==> src/pkg/smc_pkg.sv <==
// Constants and types of the serdes mode control block
// Behaviour
// - Coding enable high turns on encoder and decoder; low bypasses both.
// - Mode select 00 transceiver, 01 transmit-only, 10 receive-only, 11 repeater.
// - Standby low holds low-power state; high runs normally.
// - Per-lane loopback high routes serial transmit back to own receive.
// - Multifunction output shows signaling type, loss of signal, comma or pattern status.
// - Pattern enable inserts generator and comparator into all lanes.
// - Pattern pass appears on multifunction outputs only while that function is selected and pattern enable is high.
// - Lane clock sync high clocks all lanes from lane A clocks.
// - Chip reset low recenters skew and sync buffers and clears management flags.
// - Comma align enable high turns on comma detection and byte alignment.
// - Open control inputs default to their pull levels.
// - With coding, ninth bit requests control character, tenth ignored; else raw bits.
// - Lane clock sync low clocks each lane from its own clock.
package smc_pkg;
  localparam int NCH = 4;
  localparam int PIN_W = 13;
  localparam int P_CODE = 0;
  localparam int P_MODE0 = 1;
  localparam int P_MODE1 = 2;
  localparam int P_STBY = 3;
  localparam int P_LOOP = 4;
  localparam int P_PAT = 8;
  localparam int P_SYNC = 9;
  localparam int P_RST = 10;
  localparam int P_COMMA = 11;
  localparam int P_TEST = 12;
  localparam logic [12:0] PIN_DEFAULT = 13'h0C09;
  localparam int ADDR_W = 8;
  localparam logic [7:0] A_MF_SEL = 8'h00;
  localparam logic [7:0] A_IRQ_STAT = 8'h04;
  localparam logic [7:0] A_IRQ_EN = 8'h08;
  localparam logic [7:0] A_IRQ_CLR = 8'h0C;
  localparam logic [7:0] A_PINS = 8'h10;
  localparam logic [7:0] MF_SEL_RESET = 8'h00;
  localparam logic [1:0] MF_SIGTYPE = 2'h0;
  localparam logic [1:0] MF_LOS = 2'h1;
  localparam logic [1:0] MF_COMMA = 2'h2;
  localparam logic [1:0] MF_PATTERN = 2'h3;
  localparam logic [1:0] CFG_TRX = 2'h0;
  localparam logic [1:0] CFG_TX = 2'h1;
  localparam logic [1:0] CFG_RX = 2'h2;
  localparam logic [1:0] CFG_RPT = 2'h3;
  localparam int IRQ_W = 12;
  localparam int IRQ_LOS_LSB = 0;
  localparam int IRQ_COMMA_LSB = 4;
  localparam int IRQ_FAIL_LSB = 8;
  typedef enum logic [3:0] {
    SMC_MODE_TRX = 4'b0001,
    SMC_MODE_TX = 4'b0010,
    SMC_MODE_RX = 4'b0100,
    SMC_MODE_RPT = 4'b1000
  } smc_mode_e;
endpackage : smc_pkg

==> src/smc_top.sv <==
// Serdes mode control: pin decode, lane status outputs and register port
`timescale 1ns/1ps
`default_nettype none
module smc_top (
  input wire logic core_clk_i,
  input wire logic nrst_i,
  input wire logic coding_enable_i,
  input wire logic op_mode_select_bit0_i,
  input wire logic op_mode_select_bit1_i,
  input wire logic standby_i,
  input wire logic [smc_pkg::NCH-1:0] serial_loopback_enable_i,
  input wire logic pattern_test_enable_i,
  input wire logic lane_clock_sync_i,
  input wire logic chip_reset_low_i,
  input wire logic comma_align_enable_i,
  input wire logic factory_test_enable_i,
  input wire logic signal_type_hstl_i,
  input wire logic [smc_pkg::NCH-1:0] loss_of_signal_i,
  input wire logic [smc_pkg::NCH-1:0] comma_found_i,
  input wire logic [smc_pkg::NCH-1:0] pattern_check_pass_i,
  input wire logic [smc_pkg::NCH-1:0] tx_control_char_request_i,
  input wire logic [smc_pkg::NCH-1:0] tx_tenth_bit_i,
  input wire logic [smc_pkg::ADDR_W-1:0] reg_addr_i,
  input wire logic [31:0] reg_wdata_i,
  input wire logic reg_wr_i,
  input wire logic reg_rd_i,
  output logic [31:0] reg_rdata_o,
  output logic encoder_enable_o,
  output logic decoder_enable_o,
  output logic tx_path_enable_o,
  output logic rx_path_enable_o,
  output logic repeater_o,
  output logic low_power_o,
  output logic [smc_pkg::NCH-1:0] loopback_o,
  output logic pattern_gen_enable_o,
  output logic pattern_check_enable_o,
  output logic tx_clock_from_lane_a_o,
  output logic rx_clock_from_lane_a_o,
  output logic buffer_recenter_o,
  output logic comma_align_o,
  output logic [smc_pkg::NCH-1:0] tx_kchar_o,
  output logic [smc_pkg::NCH-1:0] tx_raw_bit8_o,
  output logic [smc_pkg::NCH-1:0] tx_raw_bit9_o,
  output logic [smc_pkg::NCH-1:0] multifunction_output_o,
  output logic irq_o
);
  import smc_pkg::*;

  // ---------------------------------------------------------------
  // State
  // ---------------------------------------------------------------
  typedef struct packed {
    logic [PIN_W-1:0] s1;
    logic [PIN_W-1:0] s2;
    logic [PIN_W-1:0] s3;
    logic [PIN_W-1:0] pins;
    smc_mode_e mode;
    logic [7:0] mf_sel;
    logic [IRQ_W-1:0] irq_stat;
    logic [IRQ_W-1:0] irq_en;
    logic [NCH-1:0] prev_los;
    logic [NCH-1:0] prev_comma;
    logic [NCH-1:0] prev_fail;
    logic enc;
    logic txp;
    logic rxp;
    logic rpt;
    logic lowp;
    logic [NCH-1:0] loop;
    logic pat;
    logic sync;
    logic recenter;
    logic comma;
    logic [NCH-1:0] kchar;
    logic [NCH-1:0] raw8;
    logic [NCH-1:0] raw9;
    logic [NCH-1:0] mf;
    logic irq;
    logic [31:0] rdata;
  } smc_state_s;

  localparam smc_state_s RESET_STATE = '{
    s1: PIN_DEFAULT, s2: PIN_DEFAULT, s3: PIN_DEFAULT, pins: PIN_DEFAULT,
    mode: SMC_MODE_TRX, mf_sel: MF_SEL_RESET, irq_stat: 12'h000, irq_en: 12'h000,
    prev_los: 4'h0, prev_comma: 4'h0, prev_fail: 4'h0,
    enc: 1'b1, txp: 1'b1, rxp: 1'b1, rpt: 1'b0, lowp: 1'b0, loop: 4'h0,
    pat: 1'b0, sync: 1'b0, recenter: 1'b0, comma: 1'b1,
    kchar: 4'h0, raw8: 4'h0, raw9: 4'h0, mf: 4'h0, irq: 1'b0, rdata: 32'h00000000
  };

  smc_state_s r;
  smc_state_s n;
  logic [PIN_W-1:0] pin_raw;
  logic [NCH-1:0] fail_now;
  logic [IRQ_W-1:0] events;
  logic [IRQ_W-1:0] clr;

  assign pin_raw = {factory_test_enable_i, comma_align_enable_i, chip_reset_low_i,
                    lane_clock_sync_i, pattern_test_enable_i, serial_loopback_enable_i,
                    standby_i, op_mode_select_bit1_i, op_mode_select_bit0_i, coding_enable_i};

  // ---------------------------------------------------------------
  // Multifunction selection
  // ---------------------------------------------------------------
  function automatic logic mf_pick(input logic [1:0] sel, input logic hstl, input logic loss_of_signal,
                                   input logic cf, input logic pass, input logic pat_on);
    case (sel)
      MF_SIGTYPE: mf_pick = hstl;
      MF_LOS: mf_pick = loss_of_signal;
      MF_COMMA: mf_pick = cf;
      MF_PATTERN: mf_pick = pass & pat_on;
      default: mf_pick = 1'b0;
    endcase
  endfunction : mf_pick

  // ---------------------------------------------------------------
  // Next state
  // ---------------------------------------------------------------
  always_comb
  begin
    n = r;
    n.s1 = pin_raw;
    n.s2 = r.s1;
    n.s3 = r.s2;
    for (int i = 0; i < PIN_W; i++)
    begin
      if (r.s2[i] == r.s3[i])
        n.pins[i] = r.s3[i];
    end
    case (r.pins[P_MODE1:P_MODE0])
      CFG_TRX: n.mode = SMC_MODE_TRX;
      CFG_TX: n.mode = SMC_MODE_TX;
      CFG_RX: n.mode = SMC_MODE_RX;
      CFG_RPT: n.mode = SMC_MODE_RPT;
      default: n.mode = SMC_MODE_TRX;
    endcase
    n.txp = (n.mode != SMC_MODE_RX);
    n.rxp = (n.mode != SMC_MODE_TX);
    n.rpt = (n.mode == SMC_MODE_RPT);
    n.enc = r.pins[P_CODE];
    n.lowp = ~r.pins[P_STBY];
    n.loop = r.pins[P_LOOP+NCH-1:P_LOOP];
    n.pat = r.pins[P_PAT];
    n.sync = r.pins[P_SYNC];
    n.recenter = ~r.pins[P_RST];
    n.comma = r.pins[P_COMMA];
    n.kchar = r.pins[P_CODE] ? tx_control_char_request_i : 4'h0;
    n.raw8 = r.pins[P_CODE] ? 4'h0 : tx_control_char_request_i;
    n.raw9 = r.pins[P_CODE] ? 4'h0 : tx_tenth_bit_i;
    for (int i = 0; i < NCH; i++)
    begin
      n.mf[i] = mf_pick(r.mf_sel[2*i+:2], signal_type_hstl_i, loss_of_signal_i[i],
                        comma_found_i[i], pattern_check_pass_i[i], r.pins[P_PAT]);
    end
    fail_now = r.pins[P_PAT] ? ~pattern_check_pass_i : 4'h0;
    events = {fail_now & ~r.prev_fail, comma_found_i & ~r.prev_comma, loss_of_signal_i & ~r.prev_los};
    n.prev_los = loss_of_signal_i;
    n.prev_comma = comma_found_i;
    n.prev_fail = fail_now;
    clr = (reg_wr_i && reg_addr_i == A_IRQ_CLR) ? reg_wdata_i[IRQ_W-1:0] : 12'h000;
    n.irq_stat = (r.irq_stat & ~clr) | events;
    if (!r.pins[P_RST])
      n.irq_stat = 12'h000;
    if (reg_wr_i && reg_addr_i == A_MF_SEL)
      n.mf_sel = reg_wdata_i[7:0];
    if (reg_wr_i && reg_addr_i == A_IRQ_EN)
      n.irq_en = reg_wdata_i[IRQ_W-1:0];
    n.irq = |(n.irq_stat & n.irq_en);
    n.rdata = 32'h00000000;
    if (reg_rd_i)
    begin
      case (reg_addr_i)
        A_MF_SEL: n.rdata = {24'h000000, r.mf_sel};
        A_IRQ_STAT: n.rdata = {20'h00000, r.irq_stat};
        A_IRQ_EN: n.rdata = {20'h00000, r.irq_en};
        A_PINS: n.rdata = {19'h00000, r.pins};
        default: n.rdata = 32'h00000000;
      endcase
    end
  end

  always_ff @(posedge core_clk_i)
  begin
    if (!nrst_i)
      r <= RESET_STATE;
    else
      r <= n;
  end

  // ---------------------------------------------------------------
  // Outputs
  // ---------------------------------------------------------------
  assign reg_rdata_o = r.rdata;
  assign encoder_enable_o = r.enc;
  assign decoder_enable_o = r.enc;
  assign tx_path_enable_o = r.txp;
  assign rx_path_enable_o = r.rxp;
  assign repeater_o = r.rpt;
  assign low_power_o = r.lowp;
  assign loopback_o = r.loop;
  assign pattern_gen_enable_o = r.pat;
  assign pattern_check_enable_o = r.pat;
  assign tx_clock_from_lane_a_o = r.sync;
  assign rx_clock_from_lane_a_o = r.sync;
  assign buffer_recenter_o = r.recenter;
  assign comma_align_o = r.comma;
  assign tx_kchar_o = r.kchar;
  assign tx_raw_bit8_o = r.raw8;
  assign tx_raw_bit9_o = r.raw9;
  assign multifunction_output_o = r.mf;
  assign irq_o = r.irq;
endmodule : smc_top
`default_nettype wire

==> config.mk <==
export PLATFORM = sky130hd
export DESIGN_NAME = smc_top
export DESIGN_NICKNAME = d
export VERILOG_FILES = /design/src/pkg/smc_pkg.sv /design/src/smc_top.sv
export SDC_FILE = /design/constraint.sdc
export NUM_CORES = 1
export LEC_CHECK = 0
export BUFFER_PORTS_ARGS = -buffer_cell sky130_fd_sc_hd__buf_2
export CAP_MARGIN = 20
export CORE_ASPECT_RATIO = 0.75
export CORE_MARGIN = 1.5
export CORE_UTILIZATION = 40
export CTS_CLUSTER_DIAMETER = 100
export DETAILED_ROUTE_END_ITERATION = 7
export GPL_TIMING_DRIVEN = 0
export PLACE_DENSITY_LB_ADDON = 0.12
export SYNTH_ARGS = -nofsm -noshare
export SYNTH_HDL_FRONTEND = slang
export SYNTH_SLANG_ARGS = --single-unit
==> constraint.sdc <==
create_clock -name core_clk_i -period 4.45 [get_ports core_clk_i]
set_clock_uncertainty 0.2 [all_clocks]
set_input_delay 0.6675 -clock core_clk_i [delete_from_list [all_inputs] [get_ports core_clk_i]]
set_output_delay 0.6675 -clock core_clk_i [all_outputs]
set_load 0.1 [all_outputs]
After elaboration in Yosys (flattened, before gate mapping)
Index checks and enable logic that the tools add are counted.
- register bits: 158
- latch bits: 0
- RAM bits: 0
- ROM bits: 0
- input port bits: 78
- output and inout bits: 65
- word-level logic and storage cells: 114
- memories: 0
- add/subtract/negate cells: 0
- $mul: 0
- div/mod/pow operators: 0
- order comparisons: 0
- eq/ne operators: 35
- shift operators: 0
- multiplexer cells: 10
- bitwise logic cells: 18
- reductions and logical operators: 13
- operator list (operator ; count):
    one-hot mux 13 bit (4 select lines) ; 1
    two-way mux 12 bit ; 3
    bitwise AND 12 bit ; 2
    == test 2 bit (second input constant) ; 10
    == test 8 x 4 -> 1 bit (second input constant) ; 2
    inverter 4 bit ; 4
    one-hot mux 1 bit (4 select lines) ; 4
    one-hot mux 4 bit (4 select lines) ; 1
    == test 1 bit ; 13
    bitwise AND 4 bit ; 3
    inverter 12 bit ; 1
    OR 12 bit ; 1
    OR reduction 12 bit ; 1
    == test 2 x 1 -> 1 bit (second input constant) ; 5
    logical NOT 2 bit ; 5
    == test 8 x 3 -> 1 bit (second input constant) ; 1
    == test 8 x 5 -> 1 bit (second input constant) ; 1
    logical NOT 8 bit ; 1
    bitwise AND 1 bit ; 4
    == test 4 bit (second input constant) ; 1
    two-way mux 4 bit ; 1
    inequality test 4 x 2 -> 1 bit (second input constant) ; 1
    inequality test 4 x 3 -> 1 bit (second input constant) ; 1
    AND reduction 2 bit ; 2
    other kinds (3) ; 7

Depth between registers and ports, before layout
- depth after elaboration: 9
- mapped depth: 7
- mapped depth without buffers: 5

Least setup slack after synthesis
Ideal clock, no wire load.
- path kind: input -> register
- start: input port reg_addr_i[1] in the netlist's numbering
- end: register r (netlist bit irq_o)
- setup time: 141 ps
- data arrival time: 2289 ps
- data required time: 4109 ps
- path slack: 1820 ps
- stages: 6
- path buffers: 1
- cells stage by stage: or4_4 -> buf_6 -> o41ai_2 -> a221oi_1 -> a2111oi_1 -> a41oi_1
- longest elaborated chain between the ends: 9
- elaborated cells between the ends (all ways): 12
- those cells by class: eq/ne (2); mux (3); bitwise (4); reduce/logical (3)
- ends and longest elaborated chain (element ; RTL line ; source):
    from (decl) ; smc_top.sv:23 ; input wire logic [smc_pkg::ADDR_W-1:0] reg_addr_i,
    == test 8 x 4 -> 1 bit ; smc_top.sv:160 ; clr = (reg_wr_i && reg_addr_i == A_IRQ_CLR) ? reg_wdata_i[IRQ_W-1:0] : 12'h000;
    logical AND 1 bit ; smc_top.sv:160 ;
    two-way mux 12 bit ; smc_top.sv:160 ;
    inverter 12 bit ; smc_top.sv:161 ; n.irq_stat = (r.irq_stat & ~clr) | events;
    bitwise AND 12 bit ; smc_top.sv:161 ;
    OR 12 bit ; smc_top.sv:161 ;
    two-way mux 12 bit ; smc_top.sv:162 ; if (!r.pins[P_RST])
    bitwise AND 12 bit * ; smc_top.sv:168 ; n.irq = |(n.irq_stat & n.irq_en);
    OR reduction 12 bit * ; smc_top.sv:168 ;
    to (signal assigned) ; smc_top.sv:187 ; r <= n;
    to (decl) ; smc_top.sv:91 ; smc_state_s r;
Mark *: on every way between the ends. The rest lies on a longest branch, timed or not.
A chain may end at the register's enable or synchronous reset.

Final worst setup path
Ends and elaborated chain as after synthesis.

==> impl_metrics.yaml <==
status:
  outcome: "complete, no violations"
layout:
  final_cell_mix: "139 x dfxtp_1, 110 x buf_2, 56 x and2_1"
  drive_gt1_share_pct: 30.4
  diodes: 0
  fin_nets: 753
  layout_commonest_cell: "dfxtp_1"
  areaGrowthSynthToFinish_pct: 26.0
floorplanning:
  core-area_um2: 13000
  pin_count: 143
  die_area_um2: 14100
  die_h_um: 103
  die_w_um: 136
  initial_core_util_pct: 41.1
  rows: 36
synth:
  synth_cell_types: 46
  yosys_warnings: 0
  synth-seq-area-share_pct: 52.0
  ys.flop_type: "dfxtp_1"
  syn_inst: 535
  synthArstFlopShare_pct: 0
  syn_area_um2: 5350
  synth_edf_count: 0
  synth.avg_cell_area_um2: 9.99
  yosys_register_bits: 139
clocking:
  post-cts-setup-buffer-count: 0
  cts-resized-gates: 0
  cts_tree: "built"
  numClockSinks: 139
  postCtsHoldBufs: 0
  clock_latency_ns: 0.42
  cts_buffer_depth: 2
  htreeDepth: 4
  root_buffer: "clkbuf_16"
  cts_made_buffers: 17
  clk_pin_slew_ns: 0.07
route:
  drt_wl_total_mm: 14.4
  vias_per_cell: 5.04
  drc: 0
  initialDrtViolationCount: 218
  first_pass_iters: 5
  drtAntennaViolNets: 0
  via_count: 4326
  wire_per_inst_um: 16.7
hold_path:
  worstHoldPathCells: 1
  min_to: "n[133]"
  hold_start: "n[146]"
  hold_class: "reg2reg"
setup_path:
  crit_path_start_kind: "input pin"
  end_kind: "flip-flop"
  r2r_end: "irq_o"
  path_class: "in2reg"
  r2r-start: "r[120]"
  worstPathArrival_ns: 3.16
  slowest_stage: "nor4_4"
  reg2reg_slack_ns: 1.88
  critPathMaxStageDelay_ns: 0.61
  ff2ff_path_depth: 6
  worst_ep_required_time_ns: 4.51
  cp_max_fo: 8
  crit_start: "reg_addr_i[1]"
  crit_chain: "buf_2 > nor4_4 > nand3_1 > mux2_1 > a2111oi_1 > a41oi_1"
placement:
  gp_congestion: 0.919
  portBuffers: 103
  hpwl_mm: 10.5
timing:
  worstMarginPinSlew_ns: 0.709
  slew_headroom_pct: 52.7
  slew_violations: 0
  hold_viol_final: 0
  tns_ns: 0
  setup_viol: 0
  fin_crit_ns: 3.10
  rsz0062_at_grt: "no"
  fin_crit_sh_pct: 69.6
  max_freq_mhz: 323
global_routing:
  antenna_found_initial: 0
  grt_pass1_vias: 3877
  grt_overflow: 0
  grt_usage_pct: 21.0
  grt_pass1_wl_mm: 21.5
  grt_max_degree: 17
power:
  fin_total_pwr_w: 0.00295
  ir_drop_mv: 0.332
  cellPowerDensity_nw_per_um2: 437
  p_leak_nw: 2.94
job:
  drv_cap: 0
## where the power goes
group	internal, W	total [W]	switching, W
registers	0.00127	0.00128	0.0000113
clock network	0.000861	0.00140	0.000543
logic	0.0000702	0.000257	0.000186
total	0.00220	0.00295	0.000741
## cells in the mapped netlist (2+ instances only)
| master | n | area [µm²] |
|---|---|---|
| dfxtp_1 | 139 | 2780 |
| nand3_1 | 6 | 30.0 |
| a222oi_1 | 5 | 50.1 |
| and3_1 | 8 | 50.1 |
| and2_1 | 56 | 350 |
| a221oi_1 | 11 | 96.3 |
| nand3b_1 | 4 | 30.0 |
| mux2_1 | 3 | 33.8 |
| o21ai_0 | 17 | 85.1 |
| mux2_2 | 3 | 33.8 |
| buf_4 | 55 | 413 |
| a21oi_1 | 24 | 120 |
| o41ai_2 | 4 | 65.1 |
| nand2_1 | 17 | 63.8 |
| a211oi_1 | 10 | 75.1 |
| o41ai_1 | 2 | 17.5 |
| a311oi_1 | 5 | 43.8 |
| mux2i_1 | 15 | 150 |
| clkbuf_1 | 20 | 75.1 |
| a22oi_1 | 3 | 22.5 |
| a31oi_1 | 3 | 18.8 |
| nor2_1 | 41 | 154 |
| a2111oi_1 | 2 | 20.0 |
| buf_2 | 7 | 35.0 |
| nand4_1 | 12 | 75.1 |
| o31ai_1 | 6 | 45.0 |
| nor3_1 | 6 | 30.0 |
| nor2b_1 | 9 | 56.3 |
| inv_1 | 4 | 15.0 |
| nand2b_1 | 22 | 138 |
## cell type report
type	count	area (µm²)
Clock inverter	12	139
Sequential cell	139	2780
Inverter	4	15.0
Multi-Input combinational cell	326	2080
Tap cell	171	214
Clock buffer	20	457
Timing Repair Buffer	103	515
Buffer	84	538
Fill cell	1230	6280
## worst max-delay path: cells and delay by family
kind,cells,cell delay (ns)
and+or+nand+nor,2,1.09
AOI/OAI and AO/OA,2,0.81
muxes,1,0.46
buffers and inverters,1,0.12
## state kept, by name (all words and copies together) (netlist names)
signal,count
r,62
n,34
reg_rdata_o,13
loopback_o,4
multifunction_output_o,4
tx_kchar_o,4
tx_raw_bit8_o,4
tx_raw_bit9_o,4
buffer_recenter_o,1
comma_align_o,1
decoder_enable_o,1
irq_o,1
low_power_o,1
pattern_check_enable_o,1
repeater_o,1
rx_clock_from_lane_a_o,1
rx_path_enable_o,1
tx_path_enable_o,1
## metrics by stage
step	utilization [%]	hold slack, ns	setup slack, ns	area [µm²]	std cells
final	51.8	0.207	1.35	6740	859
after global routing	51.8	0.217	1.29	6740	859
after CTS	51.8	0.208	1.45	6740	859
after detailed placement	47.2	0.193	1.00	6140	827
after global placement	47.2	0.191	0.981	6140	827
after floorplan	-	0.186	1.82	5410	553
## worst max-delay path by stage
stage | to | depth (start not counted) | slack, ns
5_1_grt | irq_o | 6 | 1.29
6_report | irq_o | 6 | 1.35
2_1_floorplan | irq_o | 6 | 1.82
4_1_cts | irq_o | 6 | 1.45
3_5_place_dp | irq_o | 7 | 1.00
3_3_place_gp | irq_o | 6 | 0.98
## metal layers
| layer | track usage (%) | up-vias | routed length [µm] |
|---|---|---|---|
| met4 | 6.87 | 0 | 117 |
| met2 | 32.3 | 153 | 6410 |
| met3 | 4.87 | 7 | 854 |
| met1 | 29.1 | 2086 | 6990 |
| met5 | 0 | - | 0 |
| li1 | - | 2080 | - |
## cell families after synthesis
| logic type | synth area share (%) |
|---|---|
| fa+ha+maj | 0.187 |
| mux | 4.07 |
| compound gates | 13.0 |
| buf+inv | 10.3 |
| other cells | 0.0701 |
| simple gates | 20.3 |
| flops | 52.0 |
Power figures use the tool's default switching activity.
